## config.mk

```make
export PLATFORM = sky130hd
export DESIGN_NAME = sic_indexer
export DESIGN_NICKNAME = d
export VERILOG_FILES = /design/src/verilog/sic_pkg.sv /design/src/verilog/sic_indexer.sv /design/src/verilog/sic_step_in.sv
export VERILOG_INCLUDE_DIRS = /design/src /design/src/verilog
export SDC_FILE = /design/constraint.sdc
export NUM_CORES = 2
export LEC_CHECK = 0
export BUFFER_PORTS_ARGS = -buffer_cell sky130_fd_sc_hd__buf_4
export CORE_ASPECT_RATIO = 1.5
export CORE_MARGIN = 1
export CORE_UTILIZATION = 56
export CTS_BUF_LIST = sky130_fd_sc_hd__clkbuf_2 sky130_fd_sc_hd__clkbuf_4 sky130_fd_sc_hd__clkbuf_8
export DETAILED_ROUTE_END_ITERATION = 7
export GPL_ROUTABILITY_DRIVEN = 0
export PLACE_DENSITY_LB_ADDON = 0.3
export RECOVER_POWER = 100
export SYNTH_ARGS = -nofsm -noshare
export SYNTH_HDL_FRONTEND = slang
export SYNTH_SLANG_ARGS = --single-unit
```

## constraint.sdc

```tcl
create_clock -name clk -period 98.6 [get_ports clk]
set_clock_uncertainty 0.1 [all_clocks]
set_input_delay 4.93 -clock clk [delete_from_list [all_inputs] [get_ports clk]]
set_output_delay 4.93 -clock clk [all_outputs]
set_load 0.01 [all_outputs]
```

## src/verilog/sic_params.svh

```systemverilog
// Purpose: Offsets, field positions, reset values and timing counts of the stepper indexer.
// Assumes: 32-bit classic Wishbone, byte addresses, one register per aligned word.
// Notes: Timing counts derive from the clock period below.
`ifndef SIC_PARAMS_SVH
`define SIC_PARAMS_SVH
`define SIC_CLK_NS 4
`define SIC_MS_NS 1000000
`define SIC_FALL_UNIT_NS 10000
`define SIC_FALL_UNIT_CYC ((`SIC_FALL_UNIT_NS + `SIC_CLK_NS - 1) / `SIC_CLK_NS)
`define SIC_MS_CYC ((`SIC_MS_NS + `SIC_CLK_NS - 1) / `SIC_CLK_NS)
`define SIC_OFF_CTRL 8'h00
`define SIC_OFF_HOLD 8'h04
`define SIC_OFF_SSDLY 8'h08
`define SIC_OFF_SSFALL 8'h0C
`define SIC_OFF_LEARN 8'h10
`define SIC_OFF_THR 8'h14
`define SIC_OFF_POSA 8'h18
`define SIC_OFF_POSB 8'h1C
`define SIC_OFF_SCLHI 8'h20
`define SIC_OFF_SCLLO 8'h24
`define SIC_OFF_ISTAT 8'h28
`define SIC_OFF_ICLR 8'h2C
`define SIC_OFF_IEN 8'h30
`define SIC_OFF_STAT 8'h34
`define SIC_OFF_LTHR 8'h38
`define SIC_OFF_MODE 8'h3C
`define SIC_CTRL_IDXRST 0
`define SIC_CTRL_BOTH 1
`define SIC_CTRL_AUTO 2
`define SIC_CTRL_ARES_LO 3
`define SIC_CTRL_SSEN 5
`define SIC_CTRL_STALLEN 6
`define SIC_CTRL_LEARNEN 7
`define SIC_IRQ_STALL 0
`define SIC_IRQ_HOLD 1
`define SIC_IRQ_IDXRST 2
`define SIC_IRQ_LEARN 3
`define SIC_CTRL_RST 8'h00
`define SIC_HOLD_RST 7'h32
`define SIC_HOLD_MIN 7'h01
`define SIC_RUN_PCT 7'h64
`define SIC_SSDLY_RST 8'h40
`define SIC_SSFALL_RST 8'h40
`define SIC_THR_RST 12'h000
`define SIC_MODE_RST 3'h7
`define SIC_IDX_HOME 10'h000
`define SIC_IDX_PERIOD 10'h3FC
`endif

```

## src/verilog/sic_pkg.sv

```systemverilog
// Purpose: Types shared by the stepper indexer files.
// Assumes: Constants live in sic_params.svh.
// Notes: Standstill current sequencing states.
package sic_pkg;
   typedef enum logic [1:0] {SS_RUN, SS_FALL, SS_HOLD} sic_ss_e;
   typedef logic signed [8:0] sic_pos_t;
endpackage

```

## src/verilog/sic_indexer.sv

```systemverilog
// Purpose: Indexer, step input, standstill current and stall logic of a two-phase stepper driver.
// Assumes: Classic Wishbone slave on clk; torque samples arrive from logic on clk.
// Notes: Registers are 1 to 12 bits wide in the low bits of each word; upper bits read zero, except that positions read sign-extended.
// Summary of operation
// Standstill hold current defaults to fifty percent.
// Hold percentage never below one percent.
// Position runs 0,255,0,-255,0 and repeats.
// Separate positions kept for phases A, B.
// Indexer reset homes both, then self-clears.
// Indexer reset touches no other register; the code also sets the IDXRST interrupt status bit.
// Phase A scaler: 10 bits, split high/low.
// Scaler 1023 means maximum phase current.
// Scaler ignores torque and hold settings.
// Auto-microstepping interpolates each step pulse.
// Rising-only or both-edge stepping, rising default.
// Source halves pulse rate for both edges.
// Stall threshold learned or written manually.
// Hold current after delay, ramp over fall.
//
// The address map and the Wishbone register port were decided locally.
`timescale 1ns/1ps
`include "sic_params.svh"
module sic_indexer #(
   parameter int MS_CYC = `SIC_MS_CYC
) (
   input wire logic clk,
   input wire logic rst_n,
   input wire logic wb_cyc_i,
   input wire logic wb_stb_i,
   input wire logic wb_we_i,
   input wire logic [7:0] wb_adr_i,
   input wire logic [3:0] wb_sel_i,
   input wire logic [31:0] wb_dat_i,
   output logic [31:0] wb_dat_o,
   output logic wb_ack_o,
   input wire logic step_pin,
   input wire logic dir_pin,
   input wire logic [11:0] torque_count,
   input wire logic torque_valid,
   output sic_pkg::sic_pos_t pos_a,
   output sic_pkg::sic_pos_t pos_b,
   output logic [9:0] phase_a_mag,
   output logic [9:0] phase_b_mag,
   output logic [6:0] current_pct,
   output logic stall,
   output logic irq
);
   import sic_pkg::*;

   // One electrical cycle is folded into a 0..1019 table index.
   function automatic sic_pos_t pos_of(input logic [9:0] k);
      int t;
      int r;
      t = int'(k);
      if (t <= 255) begin
         r = t;
      end else if (t <= 765) begin
         r = 510 - t;
      end else begin
         r = t - 1020;
      end
      return sic_pos_t'(r);
   endfunction

   // Parabolic magnitude: exactly 1023 at |pos| 255, 0 at pos 0.
   function automatic logic [9:0] mag_of(input sic_pos_t p);
      int x;
      x = (p < 0) ? -int'(p) : int'(p);
      return 10'((x * (510 - x) * 4092) / 260100);
   endfunction

   function automatic logic [9:0] kmove(input logic [9:0] k, input logic [9:0] amt, input logic fwd);
      logic [10:0] s;
      s = 11'h000;
      if (fwd) begin
         s = {1'b0, k} + {1'b0, amt};
         if (s >= {1'b0, `SIC_IDX_PERIOD}) begin
            s = s - {1'b0, `SIC_IDX_PERIOD};
         end
      end else begin
         s = {1'b0, k} + {1'b0, `SIC_IDX_PERIOD} - {1'b0, amt};
         if (s >= {1'b0, `SIC_IDX_PERIOD}) begin
            s = s - {1'b0, `SIC_IDX_PERIOD};
         end
      end
      return s[9:0];
   endfunction

   localparam logic [19:0] MS_CYC_W = 20'(MS_CYC);
   localparam logic [19:0] FALL_UNIT = 20'(`SIC_FALL_UNIT_CYC);

   logic step_evt;
   logic dir_s;

   // Register file state.
   logic [7:0] ctrl_r, ctrl_nxt;
   logic [6:0] hold_r, hold_nxt;
   logic [7:0] ssdly_r, ssdly_nxt;
   logic [7:0] ssfall_r, ssfall_nxt;
   logic [11:0] thr_r, thr_nxt;
   logic [2:0] mode_r, mode_nxt;
   logic learn_go_r, learn_go_nxt;
   logic [3:0] istat_r, istat_nxt;
   logic [3:0] ien_r, ien_nxt;
   logic ack_r, ack_nxt;
   logic [31:0] dat_r, dat_nxt;
   logic irq_r, irq_nxt;

   // Motion state.
   logic [9:0] k_r, k_nxt;
   logic dir_r, dir_nxt;
   logic [15:0] per_r, per_nxt;
   logic [15:0] ivl_r, ivl_nxt;
   logic [15:0] sub_r, sub_nxt;
   logic [2:0] rem_r, rem_nxt;
   sic_ss_e ss_r, ss_nxt;
   logic [19:0] cyc_r, cyc_nxt;
   logic [7:0] idle_r, idle_nxt;
   logic [6:0] pct_r, pct_nxt;
   logic [11:0] lthr_r, lthr_nxt;
   logic stall_r, stall_nxt;
   sic_pos_t pa_r, pa_nxt;
   sic_pos_t pb_r, pb_nxt;
   logic [9:0] ma_r, ma_nxt;
   logic [9:0] mb_r, mb_nxt;

   logic wr;
   logic rd;
   logic [3:0] evt;
   logic [11:0] thr_use;
   logic [1:0] ares;
   logic [9:0] base_inc;
   logic [9:0] fine_inc;
   logic [9:0] kb;

   sic_step_in u_step (
      .clk(clk),
      .rst_n(rst_n),
      .step_pin(step_pin),
      .dir_pin(dir_pin),
      .both_edges(ctrl_r[`SIC_CTRL_BOTH]),
      .step_evt(step_evt),
      .dir_s(dir_s)
   );

   assign wr = wb_cyc_i & wb_stb_i & wb_we_i & ~ack_r;
   assign rd = wb_cyc_i & wb_stb_i & ~wb_we_i & ~ack_r;
   assign ares = ctrl_r[`SIC_CTRL_ARES_LO +: 2];
   // Resolution code 7 is the finest step, one table entry per pulse unless auto substeps add 2^ares - 1 more.
   assign base_inc = 10'h080 >> mode_r;
   assign fine_inc = ((base_inc >> ares) == 10'h000) ? 10'h001 : (base_inc >> ares);
   // Learned threshold while learning is enabled, the written value otherwise.
   assign thr_use = ctrl_r[`SIC_CTRL_LEARNEN] ? lthr_r : thr_r;

   always_comb begin
      ctrl_nxt = ctrl_r;
      hold_nxt = hold_r;
      ssdly_nxt = ssdly_r;
      ssfall_nxt = ssfall_r;
      thr_nxt = thr_r;
      mode_nxt = mode_r;
      learn_go_nxt = learn_go_r;
      ien_nxt = ien_r;
      ack_nxt = wb_cyc_i & wb_stb_i & ~ack_r;
      dat_nxt = 32'h0000_0000;
      // The indexer reset bit drops the cycle after it acted.
      ctrl_nxt[`SIC_CTRL_IDXRST] = 1'b0;
      if (learn_go_r && torque_valid) begin
         learn_go_nxt = 1'b0;
      end
      istat_nxt = istat_r;
      if (wr && wb_sel_i[0]) begin
         unique case (wb_adr_i)
            `SIC_OFF_CTRL: ctrl_nxt = wb_dat_i[7:0];
            `SIC_OFF_HOLD: begin
               // Zero is raised to the smallest level; above run current is capped.
               if (wb_dat_i[6:0] < `SIC_HOLD_MIN) begin
                  hold_nxt = `SIC_HOLD_MIN;
               end else if (wb_dat_i[6:0] > `SIC_RUN_PCT) begin
                  hold_nxt = `SIC_RUN_PCT;
               end else begin
                  hold_nxt = wb_dat_i[6:0];
               end
            end
            `SIC_OFF_SSDLY: ssdly_nxt = wb_dat_i[7:0];
            `SIC_OFF_SSFALL: ssfall_nxt = wb_dat_i[7:0];
            `SIC_OFF_LEARN: learn_go_nxt = wb_dat_i[0];
            `SIC_OFF_THR: thr_nxt[7:0] = wb_dat_i[7:0];
            `SIC_OFF_ICLR: istat_nxt = istat_r & ~wb_dat_i[3:0];
            `SIC_OFF_IEN: ien_nxt = wb_dat_i[3:0];
            `SIC_OFF_MODE: mode_nxt = wb_dat_i[2:0];
            default: ;
         endcase
      end
      if (wr && wb_sel_i[1] && wb_adr_i == `SIC_OFF_THR) begin
         thr_nxt[11:8] = wb_dat_i[11:8];
      end
      // A new event wins over a clear in the same cycle.
      istat_nxt = istat_nxt | evt;
      if (rd) begin
         unique case (wb_adr_i)
            `SIC_OFF_CTRL: dat_nxt = {24'h000000, ctrl_r};
            `SIC_OFF_HOLD: dat_nxt = {25'h0000000, hold_r};
            `SIC_OFF_SSDLY: dat_nxt = {24'h000000, ssdly_r};
            `SIC_OFF_SSFALL: dat_nxt = {24'h000000, ssfall_r};
            `SIC_OFF_LEARN: dat_nxt = {31'h00000000, learn_go_r};
            `SIC_OFF_THR: dat_nxt = {20'h00000, thr_r};
            `SIC_OFF_POSA: dat_nxt = {{23{pa_r[8]}}, pa_r};
            `SIC_OFF_POSB: dat_nxt = {{23{pb_r[8]}}, pb_r};
            `SIC_OFF_SCLHI: dat_nxt = {24'h000000, ma_r[9:2]};
            `SIC_OFF_SCLLO: dat_nxt = {30'h00000000, ma_r[1:0]};
            `SIC_OFF_ISTAT: dat_nxt = {28'h0000000, istat_r};
            `SIC_OFF_IEN: dat_nxt = {28'h0000000, ien_r};
            `SIC_OFF_STAT: dat_nxt = {21'h000000, stall_r, 1'b0, ss_r, pct_r};
            `SIC_OFF_LTHR: dat_nxt = {20'h00000, lthr_r};
            `SIC_OFF_MODE: dat_nxt = {29'h00000000, mode_r};
            default: dat_nxt = 32'h0000_0000;
         endcase
      end
      irq_nxt = |(istat_nxt & ien_nxt);
   end

   always_ff @(posedge clk or negedge rst_n) begin
      if (!rst_n) begin
         ctrl_r <= `SIC_CTRL_RST;
         hold_r <= `SIC_HOLD_RST;
         ssdly_r <= `SIC_SSDLY_RST;
         ssfall_r <= `SIC_SSFALL_RST;
         thr_r <= `SIC_THR_RST;
         mode_r <= `SIC_MODE_RST;
         learn_go_r <= 1'b0;
         istat_r <= 4'h0;
         ien_r <= 4'h0;
         ack_r <= 1'b0;
         dat_r <= 32'h0000_0000;
         irq_r <= 1'b0;
      end else begin
         ctrl_r <= ctrl_nxt;
         hold_r <= hold_nxt;
         ssdly_r <= ssdly_nxt;
         ssfall_r <= ssfall_nxt;
         thr_r <= thr_nxt;
         mode_r <= mode_nxt;
         learn_go_r <= learn_go_nxt;
         istat_r <= istat_nxt;
         ien_r <= ien_nxt;
         ack_r <= ack_nxt;
         dat_r <= dat_nxt;
         irq_r <= irq_nxt;
      end
   end

   always_comb begin
      k_nxt = k_r;
      dir_nxt = dir_r;
      per_nxt = (per_r == 16'hFFFF) ? per_r : per_r + 16'h0001;
      ivl_nxt = ivl_r;
      sub_nxt = sub_r;
      rem_nxt = rem_r;
      ss_nxt = ss_r;
      cyc_nxt = cyc_r;
      idle_nxt = idle_r;
      pct_nxt = pct_r;
      lthr_nxt = lthr_r;
      stall_nxt = stall_r;
      evt = 4'h0;
      if (ctrl_r[`SIC_CTRL_IDXRST]) begin
         // The table index and pending substeps are reset here, and the IDXRST interrupt status event is raised.
         k_nxt = `SIC_IDX_HOME;
         rem_nxt = 3'h0;
         evt[`SIC_IRQ_IDXRST] = 1'b1;
      end else if (step_evt) begin
         dir_nxt = dir_s;
         per_nxt = 16'h0000;
         sub_nxt = 16'h0000;
         if (ctrl_r[`SIC_CTRL_AUTO]) begin
            // Substeps still pending from the last pulse are applied at once so no motion is lost.
            k_nxt = kmove(k_r, 10'(fine_inc * ({7'h00, rem_r} + 10'h001)), dir_s);
            rem_nxt = 3'((4'h1 << ares) - 4'h1);
            ivl_nxt = per_r >> ares;
         end else begin
            k_nxt = kmove(k_r, base_inc, dir_s);
            rem_nxt = 3'h0;
         end
      end else if (rem_r != 3'h0) begin
         if (sub_r >= ivl_r) begin
            k_nxt = kmove(k_r, fine_inc, dir_r);
            rem_nxt = rem_r - 3'h1;
            sub_nxt = 16'h0000;
         end else begin
            sub_nxt = sub_r + 16'h0001;
         end
      end
      kb = kmove(k_nxt, 10'h0FF, 1'b1);
      pa_nxt = pos_of(k_nxt);
      pb_nxt = pos_of(kb);
      // Magnitudes depend on table position only, never on any current setting.
      ma_nxt = mag_of(pa_nxt);
      mb_nxt = mag_of(pb_nxt);

      // Standstill current sequencing.
      cyc_nxt = cyc_r + 20'h00001;
      if (step_evt || !ctrl_r[`SIC_CTRL_SSEN]) begin
         ss_nxt = SS_RUN;
         pct_nxt = `SIC_RUN_PCT;
         idle_nxt = 8'h00;
         cyc_nxt = 20'h00000;
      end else begin
         unique case (ss_r)
            SS_RUN: begin
               if (cyc_r >= MS_CYC_W - 20'h00001) begin
                  cyc_nxt = 20'h00000;
                  idle_nxt = (idle_r == 8'hFF) ? idle_r : idle_r + 8'h01;
               end
               if (idle_r >= ssdly_r) begin
                  ss_nxt = SS_FALL;
                  cyc_nxt = 20'h00000;
               end
            end
            SS_FALL: begin
               // One percent per hundredth of the fall time reaches hold within it.
               if (pct_r <= hold_r) begin
                  ss_nxt = SS_HOLD;
                  pct_nxt = hold_r;
                  evt[`SIC_IRQ_HOLD] = 1'b1;
               end else if (cyc_r >= 20'(ssfall_r * FALL_UNIT)) begin
                  pct_nxt = pct_r - 7'h01;
                  cyc_nxt = 20'h00000;
               end
            end
            SS_HOLD: begin
               pct_nxt = hold_r;
               cyc_nxt = 20'h00000;
            end
         endcase
      end

      // Stall detection compares torque samples against the active threshold while running.
      if (!ctrl_r[`SIC_CTRL_STALLEN]) begin
         stall_nxt = 1'b0;
      end else if (torque_valid) begin
         if (learn_go_r) begin
            lthr_nxt = torque_count >> 1;
            evt[`SIC_IRQ_LEARN] = 1'b1;
         end else if (ss_r == SS_RUN && torque_count < thr_use) begin
            if (!stall_r) begin
               evt[`SIC_IRQ_STALL] = 1'b1;
            end
            stall_nxt = 1'b1;
         end else begin
            stall_nxt = 1'b0;
         end
      end
   end

   always_ff @(posedge clk or negedge rst_n) begin
      if (!rst_n) begin
         k_r <= `SIC_IDX_HOME;
         dir_r <= 1'b0;
         per_r <= 16'h0000;
         ivl_r <= 16'h0000;
         sub_r <= 16'h0000;
         rem_r <= 3'h0;
         ss_r <= SS_RUN;
         cyc_r <= 20'h00000;
         idle_r <= 8'h00;
         pct_r <= `SIC_RUN_PCT;
         lthr_r <= `SIC_THR_RST;
         stall_r <= 1'b0;
         pa_r <= 9'sh000;
         pb_r <= 9'sh0FF;
         ma_r <= 10'h000;
         mb_r <= 10'h3FF;
      end else begin
         k_r <= k_nxt;
         dir_r <= dir_nxt;
         per_r <= per_nxt;
         ivl_r <= ivl_nxt;
         sub_r <= sub_nxt;
         rem_r <= rem_nxt;
         ss_r <= ss_nxt;
         cyc_r <= cyc_nxt;
         idle_r <= idle_nxt;
         pct_r <= pct_nxt;
         lthr_r <= lthr_nxt;
         stall_r <= stall_nxt;
         pa_r <= pa_nxt;
         pb_r <= pb_nxt;
         ma_r <= ma_nxt;
         mb_r <= mb_nxt;
      end
   end

   assign wb_ack_o = ack_r;
   assign wb_dat_o = dat_r;
   assign irq = irq_r;
   assign pos_a = pa_r;
   assign pos_b = pb_r;
   assign phase_a_mag = ma_r;
   assign phase_b_mag = mb_r;
   assign current_pct = pct_r;
   assign stall = stall_r;
endmodule

```

## src/verilog/sic_step_in.sv

```systemverilog
// Purpose: Synchronise step and direction pins and turn step edges into one-cycle events.
// Assumes: Pins are asynchronous to clk.
// Notes: Only the second synchroniser stage feeds the edge detector.
`timescale 1ns/1ps
module sic_step_in (
   input wire logic clk,
   input wire logic rst_n,
   input wire logic step_pin,
   input wire logic dir_pin,
   input wire logic both_edges,
   output logic step_evt,
   output logic dir_s
);
   logic [1:0] step_sync_r;
   logic [1:0] dir_sync_r;
   logic step_prev_r;
   logic [1:0] step_sync_nxt;
   logic [1:0] dir_sync_nxt;
   logic step_prev_nxt;

   always_comb begin
      step_sync_nxt = {step_sync_r[0], step_pin};
      dir_sync_nxt = {dir_sync_r[0], dir_pin};
      step_prev_nxt = step_sync_r[1];
   end

   always_ff @(posedge clk or negedge rst_n) begin
      if (!rst_n) begin
         step_sync_r <= 2'h0;
         dir_sync_r <= 2'h0;
         step_prev_r <= 1'b0;
      end else begin
         step_sync_r <= step_sync_nxt;
         dir_sync_r <= dir_sync_nxt;
         step_prev_r <= step_prev_nxt;
      end
   end

   // Falling edges count only when both-edge stepping is selected.
   assign step_evt = both_edges ? (step_sync_r[1] ^ step_prev_r) : (step_sync_r[1] & ~step_prev_r);
   assign dir_s = dir_sync_r[1];
endmodule

```

**After elaboration in Yosys (flattened, before gate mapping)**

Index checks and enable logic that the tools add are counted.
W data, S select, Z words.

- Memory bits (read-only): 0
- Input bits: 64
- Bits in latches: 0
- Memories kept: 0
- Register bits after elaboration: 243
- Output and inout port bits: 80
- Logic and storage cells: 254
- Memory bits (writable): 0

- Divide/modulo/power cells: 2
- Equal/unequal tests: 25
- Shifts and indexed selects: 4
- Bitwise logic cells: 16
- Add/sub/neg operators: 31
- $mul: 6
- Multiplexer cells: 82
- Reduce and logical (&&, ||, !) cells: 34
- Order comparisons: 21

Operators with widths:

| kind | count |
|---|---|
| $pmux W32 S15 | 1 |
| $mux W10 | 16 |
| $mux W20 | 5 |
| $mux W16 | 6 |
| $mux W32 | 3 |
| $ge A11 B10 Y1 const B | 7 |
| $sub A10 B10 Y10 const B | 7 |
| $div A32 B19 Y32 const B | 2 |
| $eq A8 B6 Y1 const B | 8 |
| $mul A32 B11 Y30 const B | 2 |
| $mul A32 B32 Y32 | 2 |
| $neg A9 Y32 | 2 |
| $sub A10 B32 Y32 const A | 2 |
| $pmux W20 S3 | 1 |
| $mux W9 | 4 |
| $mux W7 | 5 |
| $add A10 B10 Y11 | 3 |
| $sub A11 B10 Y11 | 3 |
| $add A16 B1 Y16 const B | 2 |
| $eq A8 B5 Y1 const B | 4 |
| $mux W8 | 4 |
| $mux W1 | 22 |
| $reduce_and A2 Y1 | 11 |
| $add A20 B1 Y20 const B | 1 |
| 56 further kinds | 98 |

**Depth between registers and ports, before layout**

- Word-level depth: 24
- Depth in mapped cells: 164
- Mapped depth without buffers: 152

**Hierarchy**

A second synthesis with hierarchy kept.

- Cells, all modules: 8,735
- Area total of the unflattened synthesis: 74,103.6 µm²

Modules (own cells, without submodules):

| module | times used | cells each | area an instance (µm²) |
|---|---|---|---|
| sic_indexer | 1 | 8,726 | 73,948.4 |
| sic_step_in | 1 | 9 | 155.1 |

**Worst setup path before layout**

Ideal clock, no wire load.

- Path kind: register to register
- Start: register ctrl_r[4]
- End: register mb_r[6] (netlist: phase_b_mag[6])
- Arrival: 36.396 ns
- Setup time: 0.076 ns
- Setup slack: 62.028 ns
- Stages on the path, launching flop included: 147
- Required time: 98.424 ns
- Period minus slack after synthesis: 36.572 ns
- Buffers on the path: 6
- Cell sequence: dfrtp_1 -> clkbuf_1 -> nand2_1 -> o21ai_0 -> a31oi_1 -> or2_2 -> fa_1 -> inv_1 -> fa_1 -> inv_1 -> fa_1 -> inv_1 -> ha_1 -> inv_1 -> o21bai_1 -> a21oi_1 -> o21bai_1 -> a21oi_1 -> (+111 left out) -> o21ai_2 -> a21oi_1 -> mux2_2 -> a211o_1 -> a2111oi_2 -> xor2_1 -> nand3_1 -> or4_1 -> o221a_1 -> buf_2 -> o21a_1 -> or4_1 -> a211o_1 -> nand2_1 -> inv_1 -> ha_1 -> a41oi_1 -> xnor2_1

- Word-level cells in the longest chain between the ends: 23
- Elaborated cells on any way between the ends: 44
- Classes of those cells: 14 x add/sub; 3 x mul; 1 x div; 8 x order compare; 1 x shift; 16 x mux; 1 x reduce/logical

RTL lines:

| element | RTL line | RTL |
|---|---|---|
| from (decl) | sic_indexer.sv:96 | `logic [7:0] ctrl_r, ctrl_nxt;` |
| from (signal assigned) | sic_indexer.sv:225 | `` ctrl_r <= `SIC_CTRL_RST; `` |
| from (signal assigned) | sic_indexer.sv:238 | `ctrl_r <= ctrl_nxt;` |
| $shr A10 B2 Y10 (*) | sic_indexer.sv:151 | `assign fine_inc = ((base_inc >> ares) == 10'h000) ? 10'h001 : (base_inc >> ares);` |
| $logic_not A10 Y1 | sic_indexer.sv:151 |  |
| $mux W10 (*) | sic_indexer.sv:151 |  |
| $mul A10 B4 Y10, or another cell as far along | sic_indexer.sv:278 | `k_nxt = kmove(k_r, 10'(fine_inc * ({7'h00, rem_r} + 10'h001)), dir_s);` |
| $sub A11 B10 Y11, or another cell as far along | sic_indexer.sv:81 | `` s = {1'b0, k} + {1'b0, `SIC_IDX_PERIOD} - {1'b0, amt}; `` |
| $sub A10 B10 Y10, or another cell as far along | sic_indexer.sv:83 | `` s = s - {1'b0, `SIC_IDX_PERIOD}; `` |
| $mux W10 (on tied branches) | sic_indexer.sv:82, sic_indexer.sv:75, sic_indexer.sv:77 |  |
| $mux W10 (on tied branches) | sic_indexer.sv:75, sic_indexer.sv:286 |  |
| (+3 left out) | -- |  |
| via k_nxt[2] | sic_indexer.sv:110 | `logic [9:0] k_r, k_nxt;` |
| (+5 left out) | -- |  |
| $mux W9 (*) | sic_indexer.sv:55 | `if (t <= 255) begin` |
| $neg A9 Y32 / $lt A9 B1 Y1 (equally long branches) | sic_indexer.sv:68 | `x = (p < 0) ? -int'(p) : int'(p);` |
| $mux W32 (*) | sic_indexer.sv:68 |  |
| $sub A10 B32 Y32 | sic_indexer.sv:69 | `return 10'((x * (510 - x) * 4092) / 260100);` |
| $mul A32 B32 Y32 (*) | sic_indexer.sv:69 |  |
| $mul A32 B11 Y30 (*) | sic_indexer.sv:69 |  |
| $div A32 B19 Y32 (*) | sic_indexer.sv:69 |  |
| via mb_nxt[6] | sic_indexer.sv:125 | `logic [9:0] mb_r, mb_nxt;` |
| to (signal assigned) | sic_indexer.sv:390 | `mb_r <= mb_nxt;` |
| to (decl) | sic_indexer.sv:125 |  |

Mark *: on every way through the listed nets, which the timed path passes. The rest lies on a longest branch.
A chain may end at the register's enable or synchronous reset.

**Worst setup path after layout**

- Start: register mode_r[1]
- End: register ma_r[6] (netlist: phase_a_mag[6])

- Word-level cells in the longest chain between the ends: 21
- Elaborated cells on any way between the ends: 50
- Classes of those cells: 16 x add/sub; 3 x mul; 1 x div; 9 x order compare; 2 x shift; 18 x mux; 1 x reduce/logical

RTL lines:

| element | RTL line | RTL |
|---|---|---|
| from (decl) | sic_indexer.sv:101 | `logic [2:0] mode_r, mode_nxt;` |
| from (signal assigned) | sic_indexer.sv:230 | `` mode_r <= `SIC_MODE_RST; `` |
| from (signal assigned) | sic_indexer.sv:243 | `mode_r <= mode_nxt;` |
| $shr A8 B3 Y10 (*) | sic_indexer.sv:150 | `assign base_inc = 10'h080 >> mode_r;` |
| $shr A10 B2 Y10 | sic_indexer.sv:151 |  |
| $logic_not A10 Y1 | sic_indexer.sv:151 |  |
| $mux W10 | sic_indexer.sv:151 |  |
| $mul A10 B4 Y10, or another cell as far along | sic_indexer.sv:278 |  |
| $sub A11 B10 Y11, or another cell as far along | sic_indexer.sv:81 |  |
| $sub A10 B10 Y10, or another cell as far along | sic_indexer.sv:83 |  |
| $mux W10 (on tied branches) | sic_indexer.sv:82, sic_indexer.sv:75, sic_indexer.sv:77 |  |
| (+4 left out) | -- |  |
| via k_nxt[5] | sic_indexer.sv:110 |  |
| (+3 left out) | -- |  |
| via pa_nxt[1] | sic_indexer.sv:122 | `sic_pos_t pa_r, pa_nxt;` |
| $neg A9 Y32 / $lt A9 B1 Y1 (equally long branches) | sic_indexer.sv:68 |  |
| $mux W32 (*) | sic_indexer.sv:68 |  |
| $sub A10 B32 Y32 | sic_indexer.sv:69 |  |
| $mul A32 B32 Y32 (*) | sic_indexer.sv:69 |  |
| $mul A32 B11 Y30 (*) | sic_indexer.sv:69 |  |
| $div A32 B19 Y32 (*) | sic_indexer.sv:69 |  |
| via ma_nxt[6] | sic_indexer.sv:124 | `logic [9:0] ma_r, ma_nxt;` |
| to (signal assigned) | sic_indexer.sv:389 | `ma_r <= ma_nxt;` |
| to (decl) | sic_indexer.sv:124 |  |

Marks and branches as above.

==> results.md <==
* Status: complete, but fails checks
* Failing checks: max-capacitance violations, max-slew violations
* R2R cell count at 137
* CP arrival at between 50 and 60 ns
* Data required time of the worst path at 98.98 ns
* Mapped cell area at 0.0744 mm2
* Slew @ Worst Pin at 5.36 ns
* FF-to-FF setup slack at 48.86 ns
* Total Die Area at 0.134 mm2
* Slowest stage cell, crit path: o21ai_0
* EDFF count, synth at 0
* All-Layer GR Usage at 0.289
* #FFs+latches synth at 223
* NumNets Final at 11100
* Post-CTS Hold Buffers at 0
* Multi-input logic area at 0.0637 mm2
* Max Fclk at 0.0201 GHz
* Total Negative Setup Slacks at 0 ns
* Netlist cell types at 152
* DR vias/cell at 5.75
* Core area at about 0.13 mm2
* Max H-tree Level at 1
* Crit path capture: phase_a_mag[6]
* Sink Count at 223
* Post-CTS Setup Repair Bufs at 0
* Reg2reg start: mode_r[1]
* Critical path class: flip-flop to flip-flop
* Clock transition at path regs at 0.09 ns
* Register area share after synthesis at 0.0755
* Worst-path maximum fanout at 27
* PortBufs at about 120
* Register Area at 0.00562 mm2
* Final setup fails at 0
* RSZ-0062 raised after global routing: false
* Number of global-route vias before repair at 67200
* HPWL after DPL at 163 mm
* Worst Hold Class: flip-flop to flip-flop
* Routed WL at 191 mm
* Vertical die dimension at 448 um
* Gate Count Post-Synth at 8771
* Hold Vio Cnt, Final at 0
* # DRC at 0
* Die W at 300 um
* Overflow after GRT at 0
* CTS tree: done
* Buffer levels on the longest clock path at 3
* RR Endpoint: phase_a_mag[6]
* Clock root cell: clkbuf_8
* Worst relative slew slack at -2.57
* DR pass1 iterations at 6
* Ys Warns at 0
* Critical path's largest stage delay at 2.12 ns
* Most Frequent Cell on Critical Path: inv_1
* Area Growth Syn to Fin at 6.92%
* Pin count of the biggest net entering global routing at 101
* IO Count at 144
* Minimum clock period at 49.74 ns
* Latest clock arrival within the worst-skew pair at approximately 0.66 ns
* Filler cells at ~12000
* CP startpoint: mode_r[1]
* Top_reg_cell synth: dfrtp_1
* CP Launch Type: flip-flop
* Antenna-violating nets left at 0
* Initial DRC count at approximately 3700
* DR WL/cell at between 15 and 20 um
* Final period util at 0.504
* Critical Path Sink Type: flip-flop
* CTS resizes at 0
* Num CTS Buffers at 29
* Syn avg cell area at 8.49 um2
* Rows at about 160
* Async S/R FF share, synth at 1.00
* Initial antenna violation count at 2
* Starting Density at 0.565
* Vias at roughly 64000
* Fin. max-slew vios at 338
* Total of max-cap violations at 9
* Layout cells sized above 1 at 0.0559
* First-pass GRT wire length at 321 mm
-- layout by cell type, fill, tap and decap left out, types with 94 or more instances in the layout --
cell type,Yosys,layout
nand3_1,195,195
conb_1,2,620
nand2b_1,135,135
nor2_1,625,625
fa_1,1034,1034
a21o_1,105,105
ha_1,647,647
a21oi_1,353,353
nand2_1,446,446
dfrtp_1,194,194
xnor2_1,453,453
o21ai_0,298,301
a31oi_1,98,100
nor3_1,168,169
or2_2,146,146
xor2_1,187,187
inv_1,1679,1678
and2_1,96,94
-- layer usage --
layer	wire length, um	track usage
met2	101000	0.554
met3	9340	0.0261
met1	68400	0.307
met5	0	0
met4	12300	0.169
-- worst max-delay path: cells and delay by family (launching register included) --
family	cells	cell delay [ns]
adder cells (fa/ha/maj)	23	9.80
AO/OA/AOI/OAI	56	23.70
AND/OR/NAND/NOR	31	9.80
buffers and inverters	18	1.77
flip-flops	1	0.81
XOR/XNOR	6	2.22
multiplexers	3	1.29
-- how the worst min path moves through the flow --
| stage | slack, ns | from | cells after the start | endpoint |
|---|---|---|---|---|
| global route | 0.26 | u_step.step_sync_r[0] | 0 | u_step.step_sync_r[1] |
| floorplan | 0.23 | u_step.dir_sync_r[0] | 0 | u_step.dir_sync_r[1] |
| global placement | 0.24 | u_step.dir_sync_r[0] | 0 | u_step.dir_sync_r[1] |
| detailed placement | 0.24 | u_step.step_sync_r[0] | 0 | u_step.step_sync_r[1] |
| CTS | 0.27 | u_step.step_sync_r[0] | 0 | u_step.step_sync_r[1] |
| finish | 0.26 | u_step.step_sync_r[0] | 0 | u_step.step_sync_r[1] |
-- area by class of cell --
type / instances / share of cell area
repair buffers: 175 / 0.0126
flip-flops and latches: 223 / 0.0706
clock buffers: 34 / 0.00588
diodes: 1 / 0.0000314
well taps: 1732 / 0.0272
multi-input cells: 7262 / 0.801
clock inverters: 20 / 0.00379
inverters: 1679 / 0.0792
-- per-stage QoR --
step | cell area [um2] | utilization | hold WS (ns) | setup WS (ns) | instances
2_1_floorplan | 76700 | - | 0.231 | 62.03 | 9389
3_3_place_gp | 79200 | 0.601 | 0.244 | 55.24 | 11100
3_5_place_dp | 79200 | 0.601 | 0.243 | 54.80 | 11100
4_1_cts | 80000 | 0.607 | 0.270 | 54.65 | 11100
5_1_grt | 79600 | 0.604 | 0.260 | 46.55 | 11100
6_report | 79600 | 0.604 | 0.262 | 48.86 | 11100
-- registers in the layout (all words and copies together), names as in the netlist, 8 cells and up --
register,count
ctrl_r,8
cyc_r,20
idle_r,8
ivl_r,16
k_r,9
lthr_r,11
per_r,16
phase_a_mag,10
phase_b_mag,10
pos_a,9
pos_b,9
ssdly_r,8
ssfall_r,8
sub_r,16
thr_r,12
wb_dat_o,13
-- cell families (layout without fill, tap and decap cells) --
logic type	after synthesis	in the layout	synth area share
fa+ha+maj	1694	1694	0.389
compound gates	1769	1769	0.169
other cells	2	621	0.000101
mux	190	190	0.0282
simple gates	2335	2335	0.161
flops	223	223	0.0755
buf+inv	1904	1908	0.0984
xor+xnor	654	654	0.0791
-- cells in the mapped netlist, drive strengths merged, types with 72 or more instances --
| master | n | area share |
|---|---|---|
| xor2 | 188 | 0.022 |
| nor3 | 171 | 0.012 |
| o21a | 77 | 0.0078 |
| mux2i | 91 | 0.012 |
| ha | 647 | 0.11 |
| nor2 | 626 | 0.032 |
| xnor2 | 458 | 0.054 |
| a211oi | 92 | 0.010 |
| nand2b | 135 | 0.011 |
| nand3 | 197 | 0.013 |
| or2 | 157 | 0.013 |
| clkbuf | 140 | 0.0071 |
| and2 | 98 | 0.0082 |
| o21ai | 343 | 0.023 |
| a21o | 105 | 0.011 |
| or3 | 72 | 0.0061 |
| nand2 | 448 | 0.023 |
| and3 | 91 | 0.0076 |
| a21oi | 358 | 0.024 |
| mux2 | 93 | 0.014 |
| a31oi | 101 | 0.0090 |
| inv | 1679 | 0.085 |
| dfrtp | 194 | 0.065 |
| buf | 85 | 0.0067 |
| fa | 1034 | 0.28 |
Power is not shown: default switching activity piles up to over one toggle a cycle in this logic, so the estimate is an artifact.
